## src/rtl/timer_b_pkg.sv

```systemverilog
package timer_b_pkg;
  // register byte addresses
  localparam logic [7:0] CTRL_A_OFS     = 8'h00;
  localparam logic [7:0] MODE_OFS       = 8'h04;
  localparam logic [7:0] EVENT_CTRL_OFS = 8'h08;
  localparam logic [7:0] INT_CTRL_OFS   = 8'h0C;
  localparam logic [7:0] FLAGS_OFS      = 8'h10;
  localparam logic [7:0] STATUS_OFS     = 8'h14;
  localparam logic [7:0] COUNT_OFS      = 8'h18;
  localparam logic [7:0] COMPARE_OFS    = 8'h1C;
  // control_a_reg fields
  localparam int ENABLE_BIT   = 0;
  localparam int CLOCK_SOURCE_FIELD_LSB   = 1;
  localparam int CLOCK_SOURCE_FIELD_W     = 3;
  // event_control_reg fields
  localparam int EDGE_BIT     = 0;
  localparam int TIMER_EVENT_FLAG_EN_BIT  = 4;
  // int/flag/status fields
  localparam int FLAG_BIT     = 0;
  localparam int RUN_BIT      = 0;
  // counter limits and reset values
  localparam logic [15:0] COUNT_BOTTOM = 16'h0000;
  localparam logic [15:0] COUNT_MAX    = 16'hFFFF;
  localparam logic [15:0] COMPARE_RST  = 16'h0000;
  localparam logic [2:0]  CLOCK_SOURCE_FIELD_RST   = 3'h0;
  // clock sources
  localparam logic [2:0] CLK_DIV1  = 3'h0;
  localparam logic [2:0] CLK_DIV2  = 3'h1;
  localparam logic [2:0] CLK_TYPEA = 3'h2;
  localparam logic [2:0] CLK_EVENT = 3'h3;
  // axi responses
  localparam logic [1:0] RESP_OKAY   = 2'h0;
  localparam logic [1:0] RESP_SLVERR = 2'h2;

  typedef enum logic [2:0] {
    MODE_PERIODIC = 3'b000,
    MODE_TIMEOUT  = 3'b001,
    MODE_CAPTURE  = 3'b010,
    MODE_FREQ     = 3'b011,
    MODE_PULSE    = 3'b100,
    MODE_FREQPW   = 3'b101,
    MODE_SINGLE   = 3'b110,
    MODE_PWM8     = 3'b111
  } mode_e;

  typedef enum logic [0:0] {
    TO_FROZEN  = 1'b0,
    TO_RUNNING = 1'b1
  } timeout_e;
endpackage

```

## src/rtl/type_b_timer.sv

```systemverilog
`timescale 1ns/10ps
`default_nettype none

// Functional notes
// - count tick comes from prescaled peripheral clock, type A timer tick or event clock input.
// - type A source advances exactly on the type A timer's tick.
// - reset leaves the mode field at periodic interrupt mode.
// - software writes compare, then sets enable; counting follows clock source.
// - bottom is 0x0000, max 0xFFFF, top is the compare value.
// - periodic mode counts to compare value then restarts at zero.
// - periodic mode sets flag and emits event when count equals top.
// - compare below count: counter runs to max, wraps, restarts at zero.
// - time-out mode starts on first detected edge, stops on next.
// - edge bit chooses which polarity starts and which stops.
// - reaching top before stop edge sets flag and emits event.
// - after stop edge counter freezes, restarts on new start edge.
// - reads and run-bit writes while frozen change nothing.
// - capture mode counts zero to max continuously, ignoring compare.
// - capture event copies count to compare, sets flag, emits event.
// - capture edge selectable rising or falling.
// - capture mode: reading compare low byte clears the flag.
// - emitted event is a one peripheral clock pulse.
module type_b_timer
  import timer_b_pkg::*;
#(
  parameter int ADDR_W = 8
) (
  input  wire logic              clk_in,
  input  wire logic              rst_in,
  input  wire logic              type_a_tick_in,
  input  wire logic              event_in,
  input  wire logic              event_clk_in,
  input  wire logic [ADDR_W-1:0] s_axi_awaddr_in,
  input  wire logic              s_axi_awvalid_in,
  output logic                   s_axi_awready_out,
  input  wire logic [31:0]       s_axi_wdata_in,
  input  wire logic [3:0]        s_axi_wstrb_in,
  input  wire logic              s_axi_wvalid_in,
  output logic                   s_axi_wready_out,
  output logic [1:0]             s_axi_bresp_out,
  output logic                   s_axi_bvalid_out,
  input  wire logic              s_axi_bready_in,
  input  wire logic [ADDR_W-1:0] s_axi_araddr_in,
  input  wire logic              s_axi_arvalid_in,
  output logic                   s_axi_arready_out,
  output logic [31:0]            s_axi_rdata_out,
  output logic [1:0]             s_axi_rresp_out,
  output logic                   s_axi_rvalid_out,
  input  wire logic              s_axi_rready_in,
  output logic                   timer_event_out,
  output logic                   irq_out
);

  ////////////////////////////////////////////////////////////////////////////
  // registers and state

  logic              enable_reg;
  logic [2:0]        clock_source_field_reg;
  mode_e             mode_reg;
  logic              edge_reg;
  logic              timer_event_flag_en_reg;
  logic              int_en_reg;
  logic              timer_event_flag_reg;
  logic [15:0]       count_value_reg;
  logic [15:0]       compare_grab_reg;
  timeout_e          to_state_reg;
  logic              event_d_reg;
  logic              div_reg;
  logic              event_pulse_reg;
  logic              aw_full_reg;
  logic [ADDR_W-1:0] aw_addr_reg;
  logic              w_full_reg;
  logic [31:0]       w_data_reg;
  logic [3:0]        w_strb_reg;
  logic              ar_busy_reg;

  // word address compare helper
  function automatic logic addr_is(input logic [ADDR_W-1:0] a, input logic [7:0] ofs);
    addr_is = (a[ADDR_W-1:2] == ofs[ADDR_W-1:2]);
  endfunction

  function automatic logic known_addr(input logic [ADDR_W-1:0] a);
    known_addr = (a[ADDR_W-1:5] == '0);
  endfunction

  ////////////////////////////////////////////////////////////////////////////
  // axi4-lite write channel

  logic wr_go;
  logic [ADDR_W-1:0] wr_addr;
  logic [31:0] wr_data;
  logic [3:0] wr_strb;

  assign s_axi_awready_out = !aw_full_reg && !s_axi_bvalid_out;
  assign s_axi_wready_out  = !w_full_reg && !s_axi_bvalid_out;
  assign wr_addr = aw_full_reg ? aw_addr_reg : s_axi_awaddr_in;
  assign wr_data = w_full_reg ? w_data_reg : s_axi_wdata_in;
  assign wr_strb = w_full_reg ? w_strb_reg : s_axi_wstrb_in;
  assign wr_go = (aw_full_reg || (s_axi_awvalid_in && s_axi_awready_out)) &&
                 (w_full_reg || (s_axi_wvalid_in && s_axi_wready_out));

  // address/data holding, either order
  always_ff @(posedge clk_in or posedge rst_in) begin
    if (rst_in) begin
      aw_full_reg <= 1'b0;
      aw_addr_reg <= '0;
      w_full_reg  <= 1'b0;
      w_data_reg  <= 32'h00000000;
      w_strb_reg  <= 4'h0;
    end else if (wr_go) begin
      aw_full_reg <= 1'b0;
      w_full_reg  <= 1'b0;
    end else begin
      if (s_axi_awvalid_in && s_axi_awready_out) begin
        aw_full_reg <= 1'b1;
        aw_addr_reg <= s_axi_awaddr_in;
      end
      if (s_axi_wvalid_in && s_axi_wready_out) begin
        w_full_reg <= 1'b1;
        w_data_reg <= s_axi_wdata_in;
        w_strb_reg <= s_axi_wstrb_in;
      end
    end
  end

  // write response
  always_ff @(posedge clk_in or posedge rst_in) begin
    if (rst_in) begin
      s_axi_bvalid_out <= 1'b0;
      s_axi_bresp_out  <= RESP_OKAY;
    end else if (wr_go) begin
      s_axi_bvalid_out <= 1'b1;
      s_axi_bresp_out  <= known_addr(wr_addr) ? RESP_OKAY : RESP_SLVERR;
    end else if (s_axi_bready_in) begin
      s_axi_bvalid_out <= 1'b0;
    end
  end

  ////////////////////////////////////////////////////////////////////////////
  // axi4-lite read channel

  logic rd_go;
  logic rd_cmp_low;
  logic [31:0] rd_word;

  assign s_axi_arready_out = !ar_busy_reg;
  assign rd_go = s_axi_arvalid_in && s_axi_arready_out;
  assign rd_cmp_low = rd_go && addr_is(s_axi_araddr_in, COMPARE_OFS);

  // read mux
  always_comb begin
    rd_word = 32'h00000000;
    if (addr_is(s_axi_araddr_in, CTRL_A_OFS)) begin
      rd_word[ENABLE_BIT] = enable_reg;
      rd_word[CLOCK_SOURCE_FIELD_LSB +: CLOCK_SOURCE_FIELD_W] = clock_source_field_reg;
    end else if (addr_is(s_axi_araddr_in, MODE_OFS)) begin
      rd_word[2:0] = mode_reg;
    end else if (addr_is(s_axi_araddr_in, EVENT_CTRL_OFS)) begin
      rd_word[EDGE_BIT] = edge_reg;
      rd_word[TIMER_EVENT_FLAG_EN_BIT] = timer_event_flag_en_reg;
    end else if (addr_is(s_axi_araddr_in, INT_CTRL_OFS)) begin
      rd_word[FLAG_BIT] = int_en_reg;
    end else if (addr_is(s_axi_araddr_in, FLAGS_OFS)) begin
      rd_word[FLAG_BIT] = timer_event_flag_reg;
    end else if (addr_is(s_axi_araddr_in, STATUS_OFS)) begin
      rd_word[RUN_BIT] = (to_state_reg == TO_RUNNING);
    end else if (addr_is(s_axi_araddr_in, COUNT_OFS)) begin
      rd_word[15:0] = count_value_reg;
    end else if (addr_is(s_axi_araddr_in, COMPARE_OFS)) begin
      rd_word[15:0] = compare_grab_reg;
    end
  end

  // read data register
  always_ff @(posedge clk_in or posedge rst_in) begin
    if (rst_in) begin
      ar_busy_reg      <= 1'b0;
      s_axi_rvalid_out <= 1'b0;
      s_axi_rdata_out  <= 32'h00000000;
      s_axi_rresp_out  <= RESP_OKAY;
    end else if (rd_go) begin
      ar_busy_reg      <= 1'b1;
      s_axi_rvalid_out <= 1'b1;
      s_axi_rdata_out  <= rd_word;
      s_axi_rresp_out  <= known_addr(s_axi_araddr_in) ? RESP_OKAY : RESP_SLVERR;
    end else if (s_axi_rready_in) begin
      ar_busy_reg      <= 1'b0;
      s_axi_rvalid_out <= 1'b0;
    end
  end

  ////////////////////////////////////////////////////////////////////////////
  // configuration registers

  logic wr_ctrl, wr_mode, wr_evc, wr_int, wr_flags, wr_count, wr_cmp, wr_status;
  assign wr_ctrl   = wr_go && addr_is(wr_addr, CTRL_A_OFS) && wr_strb[0];
  assign wr_mode   = wr_go && addr_is(wr_addr, MODE_OFS) && wr_strb[0];
  assign wr_evc    = wr_go && addr_is(wr_addr, EVENT_CTRL_OFS) && wr_strb[0];
  assign wr_int    = wr_go && addr_is(wr_addr, INT_CTRL_OFS) && wr_strb[0];
  assign wr_flags  = wr_go && addr_is(wr_addr, FLAGS_OFS) && wr_strb[0];
  assign wr_status = wr_go && addr_is(wr_addr, STATUS_OFS) && wr_strb[0];
  assign wr_count  = wr_go && addr_is(wr_addr, COUNT_OFS);
  assign wr_cmp    = wr_go && addr_is(wr_addr, COMPARE_OFS);

  // control bits
  always_ff @(posedge clk_in or posedge rst_in) begin
    if (rst_in) begin
      enable_reg             <= 1'b0;
      clock_source_field_reg <= CLOCK_SOURCE_FIELD_RST;
      mode_reg               <= MODE_PERIODIC;
      edge_reg               <= 1'b0;
      timer_event_flag_en_reg            <= 1'b0;
      int_en_reg             <= 1'b0;
    end else begin
      if (wr_ctrl) begin
        enable_reg             <= wr_data[ENABLE_BIT];
        clock_source_field_reg <= wr_data[CLOCK_SOURCE_FIELD_LSB +: CLOCK_SOURCE_FIELD_W];
      end
      if (wr_mode) mode_reg <= mode_e'(wr_data[2:0]);
      if (wr_evc) begin
        edge_reg    <= wr_data[EDGE_BIT];
        timer_event_flag_en_reg <= wr_data[TIMER_EVENT_FLAG_EN_BIT];
      end
      if (wr_int) int_en_reg <= wr_data[FLAG_BIT];
    end
  end

  ////////////////////////////////////////////////////////////////////////////
  // tick selection and edge detection

  logic tick, ev_rise, ev_fall, start_edge, stop_edge, cap_edge;

  // divide-by-two prescaler
  always_ff @(posedge clk_in or posedge rst_in) begin
    if (rst_in) div_reg <= 1'b0;
    else div_reg <= !div_reg;
  end

  // tick source mux
  always_comb begin
    case (clock_source_field_reg)
      CLK_DIV1:  tick = 1'b1;
      CLK_DIV2:  tick = div_reg;
      CLK_TYPEA: tick = type_a_tick_in;
      CLK_EVENT: tick = event_clk_in;
      default:   tick = 1'b1;
    endcase
  end

  // input edge detector, pulse wider than a cycle assumed
  always_ff @(posedge clk_in or posedge rst_in) begin
    if (rst_in) event_d_reg <= 1'b0;
    else event_d_reg <= event_in;
  end

  assign ev_rise    = event_in && !event_d_reg;
  assign ev_fall    = !event_in && event_d_reg;
  assign start_edge = timer_event_flag_en_reg && (edge_reg ? ev_fall : ev_rise);
  assign stop_edge  = timer_event_flag_en_reg && (edge_reg ? ev_rise : ev_fall);
  assign cap_edge   = timer_event_flag_en_reg && (edge_reg ? ev_fall : ev_rise);

  ////////////////////////////////////////////////////////////////////////////
  // counter core

  logic step, hit_top, flag_set, capture_now;
  assign step = enable_reg && tick;
  assign hit_top = (count_value_reg == compare_grab_reg);
  assign capture_now = enable_reg && (mode_reg == MODE_CAPTURE) && cap_edge;

  // time-out run state
  always_ff @(posedge clk_in or posedge rst_in) begin
    if (rst_in) begin
      to_state_reg <= TO_FROZEN;
    end else if (enable_reg && mode_reg == MODE_TIMEOUT) begin
      case (to_state_reg)
        TO_FROZEN:  if (start_edge) to_state_reg <= TO_RUNNING;
        TO_RUNNING: if (stop_edge) to_state_reg <= TO_FROZEN;
        default:    to_state_reg <= TO_FROZEN;
      endcase
    end else if (wr_status && mode_reg != MODE_TIMEOUT) begin
      to_state_reg <= timeout_e'(wr_data[RUN_BIT]);
    end
  end

  // count register
  always_ff @(posedge clk_in or posedge rst_in) begin
    if (rst_in) begin
      count_value_reg <= COUNT_BOTTOM;
    end else if (wr_count) begin
      count_value_reg <= wr_data[15:0];
    end else if (mode_reg == MODE_TIMEOUT) begin
      if (enable_reg && to_state_reg == TO_FROZEN && start_edge)
        count_value_reg <= COUNT_BOTTOM;
      else if (step && to_state_reg == TO_RUNNING && !stop_edge)
        count_value_reg <= count_value_reg + 16'h0001;
    end else if (step) begin
      if (mode_reg == MODE_PERIODIC && hit_top)
        count_value_reg <= COUNT_BOTTOM;
      else
        count_value_reg <= count_value_reg + 16'h0001;
    end
  end

  // compare/capture register
  always_ff @(posedge clk_in or posedge rst_in) begin
    if (rst_in) compare_grab_reg <= COMPARE_RST;
    else if (capture_now) compare_grab_reg <= count_value_reg;
    else if (wr_cmp) compare_grab_reg <= wr_data[15:0];
  end

  ////////////////////////////////////////////////////////////////////////////
  // flag, event and interrupt

  always_comb begin
    flag_set = 1'b0;
    if (step && hit_top && mode_reg == MODE_PERIODIC) flag_set = 1'b1;
    if (step && hit_top && mode_reg == MODE_TIMEOUT && to_state_reg == TO_RUNNING)
      flag_set = 1'b1;
    if (capture_now) flag_set = 1'b1;
  end

  // sticky flag, set wins over clear
  always_ff @(posedge clk_in or posedge rst_in) begin
    if (rst_in) timer_event_flag_reg <= 1'b0;
    else if (flag_set) timer_event_flag_reg <= 1'b1;
    else if (wr_flags && wr_data[FLAG_BIT]) timer_event_flag_reg <= 1'b0;
    else if (rd_cmp_low && mode_reg == MODE_CAPTURE) timer_event_flag_reg <= 1'b0;
  end

  // one-cycle event pulse
  always_ff @(posedge clk_in or posedge rst_in) begin
    if (rst_in) event_pulse_reg <= 1'b0;
    else event_pulse_reg <= flag_set;
  end

  assign timer_event_out = event_pulse_reg;
  assign irq_out = timer_event_flag_reg && int_en_reg;

endmodule

`default_nettype wire

```

## config.mk

```make
export PLATFORM = sky130hd
export DESIGN_NAME = type_b_timer
export DESIGN_NICKNAME = d
export VERILOG_FILES = /design/src/rtl/timer_b_pkg.sv /design/src/rtl/type_b_timer.sv
export SDC_FILE = /design/constraint.sdc
export NUM_CORES = 1
export LEC_CHECK = 0
export BUFFER_PORTS_ARGS = -buffer_cell sky130_fd_sc_hd__buf_4
export CORE_ASPECT_RATIO = 1.75
export CORE_MARGIN = 2
export CORE_UTILIZATION = 35
export CTS_BUF_LIST = sky130_fd_sc_hd__clkbuf_16
export CTS_CLUSTER_DIAMETER = 80
export DETAILED_ROUTE_END_ITERATION = 16
export REMOVE_ABC_BUFFERS = 1
export SLEW_MARGIN = 15
export SYNTH_ARGS = -nofsm -noshare
export SYNTH_HDL_FRONTEND = slang
export SYNTH_SLANG_ARGS = --single-unit
```

## constraint.sdc

```tcl
create_clock -name clk_in -period 3.59 [get_ports clk_in]
set_clock_uncertainty 0.15 [all_clocks]
set_input_delay 0.5385 -clock clk_in [delete_from_list [all_inputs] [get_ports clk_in]]
set_output_delay 0.5385 -clock clk_in [all_outputs]
set_load 0.02 [all_outputs]
```

==> results.md, run 1 <==
* Flop and latch count out of synthesis at 92
* Post-Synthesis Cells at 530
* Vias in the first global route at 3963
* Insertion delay of the later-clocked pin in the worst-skew pair at 0.34 ns
* Layout area overhead at 16.23%
* Final WS setup at 0.8114 ns
* Area of the die at 15890 um2
* DP HPWL at 9177 um
* Fillers at 1424
* Number of gates resized after CTS at 0
* Antenna diode count at 0
* First-pass GRT wire length at 19620 um
* Main synth FF type: dfrtp_1
* Syn_area_per_cell at 9.816 um2
* VDD IR max at 0.4693 mV
* Vias after detailed routing at 4003
* WHS at 0.1806 ns
* CP Class: flip-flop to flip-flop
* Root Driver: clkbuf_16
* Crit end category: flip-flop
* Placed insts at 746
* Seq/Total Area, Yosys at 44.25%
* H-tree depth at 3
* # hold bufs at CTS at 0
* DRC errors left at 0
* Max Cap Viol at 0
* Cell row count at 59
* Drt wl/cell at 15.78 um
* Arr. time, crit path at 2.85 ns
* Simple-Gate Fraction of Synth Area at 16.04%
* HP Class: input port to asynchronous set/reset pin
* R2R Path End: count_value_reg[3]
* Logic pwr share at 31.2%
* Largest net degree at the start of global routing at 49
* Yosys top cell by area: dfrtp_1
* I/O Pins at 105
* Sw power at 1319 uW
* Register-to-Register Path Depth at 6
* Detailed Route Iter0 Violations at 261
* CTS Buf Count at 9
* Worst-path cell chain: o22ai_1 -> nor4b_2 -> a21oi_2 -> nand2_1 -> o21ai_0 -> a221o_1
* Number of flops mapped to enable cells by yosys at 0
* PortBufs at 63
* Mapped cell area at 5202 um2
* Antenna Nets Post-Route at 0
* Initial antenna violation count at 0
* CP Data Required Time at 3.66 ns
* Worst slew pin tran at 1.026 ns
* TritonRoute pass-1 iters at 4
* Die H at 165.3 um
* GRT Total Usage at 15.74%
* Yosys warns at 0
* Crit-path slowest cell: dfrtp_1
* Switching Fraction at 34.26%
* Post-synthesis adder-cell area fraction at 0.2405%
* Share of layout cells above drive strength 1 at 23.01%
* FMAX at 359.9 MHz
* Horiz. Die Dim at 96.16 um
* Filler-free cell count of the finished design at 761
* Vias per cell at 5.260
* Setup-failing EPs final at 0
* Nets at 637
* Post-synth top cells: 92 x dfrtp_1, 67 x nand2_1, 49 x o21ai_0, 40 x mux2_2, 35 x mux2i_1
* Post-CTS setup buffers at 0
* Dpl ws at 0.6730 ns
* RSZ-0062 raised after global routing: no
* Sequential Power Share at 43.2%
* Post-Route WL at 12010 um
* Synth top area share at 44.25%
* Grt total ovfl at 0
* Critical R2R Launch: aw_full_reg
* Period utilisation layout at 77.40%
* Synth cell types at 61
* Final hold violations at 0
* Startpoint Class: flip-flop
* Pleak at 0.002754 uW
* Gpl congestion at 0.8350
* Clock Path Buffers at 2
* Core Area at 14690 um2
* Most common cell in the synthesized netlist: dfrtp_1
* Mux cell area share after synthesis at 15.82%
* Complex-gate fraction of the synthesized area at 14.38%
* Crit-path max cell delay at 0.66 ns
* Bufs and invs on worst path at 0
* Period minus WS final at 2.779 ns
* Initial Util at 35.41%
* Xor and xnor area share after synthesis at 2.862%
* Reg2Reg Setup Slack at 0.81 ns
* Status: complete, no violations
* CTS sink count at 92
* Power per cell area at 636.7 nW/um2
* Top Family by Delay on Critical Path: simple AND/OR/NAND/NOR gates
* Largest family of logic cells by synthesized area: simple AND/OR/NAND/NOR gates
* CTS tree: yes
* Slew Limit Fails at 0
* Clock transition at the registers of the reported paths at 0.06 ns
* Synth top area cells: dfrtp_1 44%, mux2_2 8.7%, mux2i_1 6.7%
* Max_slew headroom at 31.43%
* Pint at 2531 uW
* Clock power share at 25.6%
* Maximum fanout along the worst path at 17
* Asr flop ratio synth at 100.0%
## power by group through the flow
stage                     logic, uW  registers, uW  clock network, uW
after floorplan                 844           1640                  0
after global placement         1180           1660                  0
after detailed placement       1210           1680                  0
after CTS                      1220           1660               1010
after global routing           1340           1720               1060
final                          1200           1660                987
## placed cells by master, fill, tap and decap left out, types with 3 or more instances in the layout
cell type  synthesis  final
nand4_1            5      5
nand2_1           67     67
o22a_1             3      3
and2_1             4      4
a22o_1             6      6
nand3_1           12     12
and3_1             4      4
conb_1             1     18
dfrtp_1           92     92
nor3b_1            5      5
nor4b_1            3      3
nor4_1             6      6
nor2_1            26     26
o21ai_0           49     49
xor2_1            16     16
o31ai_1           13     12
mux2i_1           35     35
or3_1              6      6
a21oi_1           12     12
nand3b_1           3      3
inv_1             10     11
clkbuf_16          0      9
nor3_1            11     11
nor2b_1            4      4
mux2_2            40     40
buf_4             18     67
o2bb2ai_1          3      3
o22ai_1            7      7
## cell families (layout without fill, tap and decap cells)
group	Yosys count	in the layout
compound gates	114	114
simple gates	167	167
other cells	1	18
xor+xnor	17	17
fa+ha+maj	1	1
buf+inv	62	93
flops	92	92
mux	76	76
## worst register-to-register path: stages (launching register included)
cell and delay, ns:
dfrtp_1 0.66, o22ai_1 0.24, nor4b_2 0.54, a21oi_2 0.17, nand2_1 0.41, o21ai_0 0.18
a221o_1 0.32
## metal layers
layer / vias up / share of wire (%) / global-route usage [%]
li1: 1957 / - / -
met1: 1935 / 39 / 18.22
met2: 100 / 55 / 28.88
met3: 11 / 4.1 / 2.178
met4: 0 / 1.7 / 5.519
met5: - / 0 / 0
## per-stage QoR
| step | power, uW | instance area, um2 | setup TNS (ns) | utilization (%) |
|---|---|---|---|---|
| after floorplan | 2483 | 4975 | -8.958 | - |
| after global placement | 2839 | 5739 | 0 | 39.07 |
| after detailed placement | 2890 | 5739 | 0 | 39.07 |
| after CTS | 3890 | 6047 | 0 | 41.16 |
| after global routing | 4111 | 6047 | 0 | 41.16 |
| final | 3850 | 6047 | 0 | 41.16 |
## final cells by class
type | instances | area [um2] | share of cell area (%)
Tap cell | 183 | 229.0 | 3.786
Multi-Input combinational cell | 393 | 2646 | 43.76
Inverter | 10 | 38.79 | 0.6414
Timing Repair Buffer | 68 | 523.0 | 8.649
Clock inverter | 6 | 82.58 | 1.366
Sequential cell | 92 | 2302 | 38.07
Clock buffer | 9 | 225.2 | 3.724
## worst max path at each step
stage / from / endpoint / slack (ns) / cells past startpoint
final: aw_full_reg / count_value_reg[3] / 0.81 / 6
after floorplan: event_in / compare_grab_reg[0] / -0.56 / 4
after detailed placement: event_clk_in / count_value_reg[3] / 0.67 / 7
after global placement: event_clk_in / count_value_reg[3] / 0.71 / 7
after global routing: aw_full_reg / count_value_reg[3] / 0.53 / 6
after CTS: aw_full_reg / count_value_reg[3] / 0.80 / 6
Note: power is estimated with default switching activity, not from simulation.
==> run 2, diff against run 1 <==
Clock period 3.59 ns to 2.5 ns, I/O delays scaled along.
==> results.md, run 2 (synthesis gave the netlist of run 1 again) <==
* Status: complete, no violations (unchanged)
* RSZ-0062 raised after global routing: no (unchanged)
* Sw power at 1988 uW (was 1319 uW)
* Pint at 3592 uW (was 2531 uW)
* Clock Path Buffers at 2 (unchanged)
* Maximum fanout along the worst path at 9 (was 17)
* DP HPWL at 9982 um (was 9177 um)
* Power per cell area at 880.9 nW/um2 (was 636.7 nW/um2)
* Gpl congestion at 0.9026 (was 0.8350)
* Register-to-Register Path Depth at 8 (was 6)
* Hold-critical path endpoint: event_d_reg
* Final Core Density at 43.12% (was 41.16%)
* GRT Total Usage at 16.84% (was 15.74%)
* Final hold violations at 0 (unchanged)
* Insertion delay of the later-clocked pin in the worst-skew pair at 0.34 ns (about the same)
* Logic pwr share at 35.9% (was 31.2%)
* Filler-free cell count of the finished design at 803 (was 761)
* Slew Limit Fails at 0 (unchanged)
* CP Class: flip-flop to flip-flop (unchanged)
* H-tree depth at 3 (unchanged)
* Most frequent cells in the layout: 106 x buf_4, 91 x dfrtp_1, 66 x nand2_1, 49 x o21ai_0, 40 x mux2_2 (was 92 x dfrtp_1, 67 x nand2_1, 67 x buf_4, 49 x o21ai_0, 40 x mux2_2)
* Drt wl/cell at 15.86 um (was 15.78 um)
* Antenna Nets Post-Route at 0 (unchanged)
* Root Driver: clkbuf_16 (unchanged)
* CTS Buf Count at 9 (unchanged)
* HP Class: input port to flip-flop (was input port to asynchronous set/reset pin)
* I/O Pins at 105 (unchanged)
* Hold_sp: event_in
* R2R Path End: count_value_reg[12] (was count_value_reg[3])
* Share of layout cells above drive strength 1 at 28.39% (was 23.01%)
* Startpoint Class: flip-flop (unchanged)
* WHS at 0.01866 ns (was 0.1806 ns)
* Post-CTS setup buffers at 0 (unchanged)
* Antenna diode count at 0 (unchanged)
* Reg2Reg Setup Slack at 0.11 ns (was 0.81 ns)
* First-pass GRT wire length at 20620 um (was 19620 um)
* Cell row count at 59 (unchanged)
* FMAX at 418.3 MHz (was 359.9 MHz)
* Sequential Power Share at 41.6% (was 43.2%)
* Period utilisation layout at 95.63% (was 77.40%)
* Setup-failing EPs final at 0 (unchanged)
* Fillers at 1403 (was 1424)
* Clock transition at the registers of the reported paths at 0.07 ns (was 0.06 ns)
* Core Area at 14690 um2 (unchanged)
* VDD IR max at 0.5775 mV (was 0.4693 mV)
* Grt total ovfl at 0 (unchanged)
* Initial antenna violation count at 0 (unchanged)
* Nets at 678 (was 637)
* Critical R2R Launch: edge_reg (was aw_full_reg)
* Initial Util at 35.41% (unchanged)
* CTS tree: yes (unchanged)
* Vias in the first global route at 4159 (was 3963)
* Max Cap Viol at 0 (unchanged)
* CTS sink count at 92 (unchanged)
* PortBufs at 63 (unchanged)
* Switching Fraction at 35.62% (was 34.26%)
* Hold path cells at 1
* Detailed Route Iter0 Violations at 382 (was 261)
* Period minus WS final at 2.391 ns (was 2.779 ns)
* DP Area at 6052 um2 (was 5739 um2)
* Clock power share at 22.5% (was 25.6%)
* Worst slew pin tran at 0.5015 ns (was 1.026 ns)
* Largest net degree at the start of global routing at 44 (was 49)
* Vias after detailed routing at 4113 (was 4003)
* Layout area overhead at 21.77% (was 16.23%)
* Commonest non-fill, non-tap cell in the layout: buf_4 (was dfrtp_1)
* Area of the die at 15890 um2 (unchanged)
* Arr. time, crit path at 2.51 ns (was 2.85 ns)
* Pleak at 0.002937 uW (was 0.002754 uW)
* Max_slew headroom at 66.34% (was 31.43%)
* Placed insts at 786 (was 746)
* Post-route cell area at 6335 um2 (was 6047 um2)
* TritonRoute pass-1 iters at 4 (unchanged)
* DRC errors left at 0 (unchanged)
* Pwr Total at 5580 uW (was 3850 uW)
* Vias per cell at 5.122 (was 5.260)
* Horiz. Die Dim at 96.16 um (unchanged)
* CP Data Required Time at 2.62 ns (was 3.66 ns)
* Post-Route WL at 12740 um (was 12010 um)
* Die H at 165.3 um (unchanged)
* Crit end category: flip-flop (unchanged)
## run 2: changes by cell type in the layout (fill, tap and decap cells not counted), sizes merged
cell	before	now
clkinv	1	5
bufinv	2	0
clkinvlp	2	3
buf	68	108
inv	11	9
dlygate4sd3	0	1
## run 2: worst max-delay path by stage
| stage | startpoint | end | cells past startpoint |
|---|---|---|---|
| after global placement | event_in | count_value_reg[12] | 9 |
| after global routing | edge_reg | count_value_reg[12] | 8 |
| after floorplan | edge_reg | compare_grab_reg[0] | 4 |
| final | edge_reg | count_value_reg[12] | 8 |
| after detailed placement | aw_full_reg | count_value_reg[12] | 8 |
| after CTS | aw_full_reg | count_value_reg[12] | 8 |
## run 2: power groups by stage
stage                     combinational, uW  sequential, uW  clock (uW)
final                                  2000            2320        1250
after global routing                   2220            2400        1350
after CTS                              2020            2320        1290
after detailed placement               2010            2350           0
after global placement                 1950            2320           0
after floorplan                        1210            2350           0
## run 2: per-layer routing
metal / up-vias / GRT usage [%] / wire length [um]
li1: 2038 / - / -
met3: 27 / 2.995 / 415
met5: - / 0 / 0
met4: 0 / 8.701 / 493
met2: 88 / 29.83 / 6806
met1: 1960 / 18.79 / 5020
## run 2: cell type report
class	instances	area, um2	area share (%)
clock buffer	9	225.2	3.555
clock inverter	7	43.79	0.6913
inverter	10	38.79	0.6123
multi-input combinational	393	2649	41.81
sequential	92	2303	36.36
tap	183	229.0	3.614
timing repair buffer	109	845.8	13.35
## run 2: what timing repair did
item	in CTS	in global routing
hold buffers	1	0
endpoints found under the hold margin	24	0
setup endpoints to repair	0	8
gates resized for setup	0	2
## run 2: critical path, cell delays in order, from the launching register on
cell,delay [ns]
dfrtp_1,0.43
and3b_1,0.23
o2111a_1,0.28
a21oi_2,0.22
o31ai_2,0.10
buf_4,0.18
buf_4,0.16
or4_4,0.48
o211ai_2,0.08
## run 2: per-stage QoR
step	setup TNS (ns)	worst slack, ns
floorplan	-68.18	-1.531
global placement	0	0.1120
detailed placement	0	0.08049
CTS	0	0.06439
global route	0	0.03054
finish	0	0.1093
==> run 3, diff against run 2 <==
Settings changed: CELL_PAD_IN_SITES_DETAIL_PLACEMENT from default to 0, CELL_PAD_IN_SITES_GLOBAL_PLACEMENT from default to 2, PLACE_DENSITY_LB_ADDON from default to 0.1, TNS_END_PERCENT from default to 10.
Clock period 2.5 ns to 2.9 ns, I/O delays scaled along.
==> results.md, run 3 (synthesis gave the netlist of run 1 again) <==
* Status: complete, no violations (unchanged)
* Cell row count at 59 (unchanged)
* Post-Route WL at 14850 um (was 12740 um)
* H-tree depth at 3 (unchanged)
* Grt total ovfl at 0 (unchanged)
* Detailed Route Iter0 Violations at 179 (was 382)
* Share of layout cells above drive strength 1 at 26.57% (was 28.39%)
* HP Class: input port to flip-flop (unchanged)
* Power per cell area at 792.2 nW/um2 (was 880.9 nW/um2)
* CP Data Required Time at 3.03 ns (was 2.62 ns)
* Commonest non-fill, non-tap cell in the layout: buf_4 (unchanged)
* Hold-critical path endpoint: event_d_reg (unchanged)
* Gpl congestion at 0.8547 (was 0.9026)
* Die H at 165.3 um (unchanged)
* DR top layer: met4 (unchanged)
* Sequential Power Share at 40.8% (was 41.6%)
* Worst slew pin tran at 0.8543 ns (was 0.5015 ns)
* RSZ-0062 raised after global routing: no (unchanged)
* Clock transition at the registers of the reported paths at 0.07 ns (about the same)
* Initial antenna violation count at 0 (unchanged)
* Clock power share at 24.4% (was 22.5%)
* Antenna diode count at 0 (unchanged)
* Antenna Nets Post-Route at 0 (unchanged)
* Startpoint Class: flip-flop (unchanged)
* Post-CTS setup buffers at 0 (unchanged)
* Hold path cells at 1 (unchanged)
* Max_slew headroom at 42.87% (was 66.34%)
* Logic pwr share at 34.8% (was 35.9%)
* Max Cap Viol at 0 (unchanged)
* Drt wl/cell at 18.82 um (was 15.86 um)
* Pint at 3151 uW (was 3592 uW)
* Core Area at 14690 um2 (unchanged)
* CTS Buf Count at 9 (unchanged)
* Most frequent cells in the layout: 93 x buf_4, 92 x dfrtp_1, 67 x nand2_1, 49 x o21ai_0, 40 x mux2_2 (was 106 x buf_4, 91 x dfrtp_1, 66 x nand2_1, 49 x o21ai_0, 40 x mux2_2)
* Final hold violations at 0 (unchanged)
* DR WL met2 at 8926 um (was 6806 um)
* GRT Total Usage at 19.81% (was 16.84%)
* DP HPWL at 11410 um (was 9982 um)
* Storage element area at 2302 um2 (was 2303 um2)
* Largest net degree at the start of global routing at 51 (was 44)
* # hold bufs at CTS at 1 (unchanged)
* Clock Path Buffers at 2 (unchanged)
* Footprint of the multi-input gates at 2646 um2 (was 2649 um2)
* Crit end category: flip-flop (unchanged)
* PortBufs at 63 (unchanged)
* Number of gates resized after CTS at 0 (unchanged)
* Sw power at 1795 uW (was 1988 uW)
* Fillers at 1484 (was 1403)
* Horiz. Die Dim at 96.16 um (unchanged)
* Vias in the first global route at 4215 (was 4159)
* Area of the die at 15890 um2 (unchanged)
* Layout area overhead at 20.01% (was 21.77%)
* Final Core Density at 42.50% (was 43.12%)
* Initial Util at 35.41% (unchanged)
* TritonRoute pass-1 iters at 4 (unchanged)
* First-pass GRT wire length at 23290 um (was 20620 um)
* I/O Pins at 105 (unchanged)
* CP Class: flip-flop to flip-flop (unchanged)
* Slew Limit Fails at 0 (unchanged)
* Insertion delay of the later-clocked pin in the worst-skew pair at 0.35 ns (was 0.34 ns)
* FMAX at 389.4 MHz (was 418.3 MHz)
* Pleak at 0.002887 uW (was 0.002937 uW)
* Root Driver: clkbuf_16 (unchanged)
* CTS tree: yes (unchanged)
* Period minus WS final at 2.568 ns (was 2.391 ns)
* Period utilisation layout at 88.56% (was 95.63%)
* DRC errors left at 0 (unchanged)
* Arr. time, crit path at 2.70 ns (was 2.51 ns)
* Hold_sp: event_in (unchanged)
* Vias per cell at 5.290 (was 5.122)
* Setup-failing EPs final at 0 (unchanged)
* Reg2Reg Setup Slack at 0.33 ns (was 0.11 ns)
* Met3 routed WL at 325 um (was 415 um)
* Vias after detailed routing at 4174 (was 4113)
* Met1 WL at 5118 um (was 5020 um)
* Post-route cell area at 6243 um2 (was 6335 um2)
* CTS sink count at 92 (unchanged)
* R2R Path End: count_value_reg[10] (was count_value_reg[12])
* VDD IR max at 0.3632 mV (was 0.5775 mV)
* Critical R2R Launch: aw_full_reg (was edge_reg)
* Maximum fanout along the worst path at 17 (was 9)
* CP Launch Point: aw_full_reg (was edge_reg)
* Register-to-Register Path Depth at 7 (was 8)
* Nets at 664 (was 678)
* Switching Fraction at 36.29% (was 35.62%)
* DP Area at 5934 um2 (was 6052 um2)
## run 3: cell type report
type	count	area share [%]
clock buffers	9	3.607
clock inverters	7	1.182
inverters	10	0.6212
multi-input cells	393	42.38
flip-flops and latches	92	36.87
well taps	183	3.667
repair buffers	95	11.66
## run 3: how the worst max path moves through the flow
stage	slack (ns)	end	cells after the start
2_1_floorplan	-1.15	compare_grab_reg[0]	4
3_3_place_gp	0.29	count_value_reg[8]	7
3_5_place_dp	0.31	count_value_reg[10]	7
4_1_cts	0.30	count_value_reg[10]	7
5_1_grt	0.05	count_value_reg[8]	7
6_report	0.33	count_value_reg[10]	7
## run 3: critical path, stage by stage (launching register included)
cell	delay, ns
dfrtp_1	0.67
mux2i_1	0.33
nor4b_2	0.33
buf_4	0.19
nand2_1	0.32
a2bb2oi_1	0.24
nor2_1	0.11
o22a_1	0.15
## run 3: layer usage
layer  GRT usage (%)  vias to the layer above
li1                -                     2015
met1           19.90                     2078
met2           39.17                       59
met3           2.768                       22
met4           7.857                        0
met5               0                        -
## run 3: power groups by stage
stage / Combinational, uW / Clock (uW) / Sequential, uW
after detailed placement: 1760 / 0 / 2050
after CTS: 1760 / 1250 / 2020
after floorplan: 1040 / 0 / 2030
after global routing: 1910 / 1290 / 2070
after global placement: 1730 / 0 / 2030
final: 1720 / 1200 / 2020
## run 3: through the flow
step                TNS, ns  setup WS, ns  power [uW]  instances  hold WS (ns)
floorplan            -26.00        -1.146        3074        495        0.2436
global placement          0        0.2941        3754        772        0.2569
detailed placement        0        0.3146        3808        772        0.2607
CTS                       0        0.2962        5037        789       0.06256
global route              0       0.05032        5275        789       0.07221
finish                    0        0.3319        4946        789       0.07225
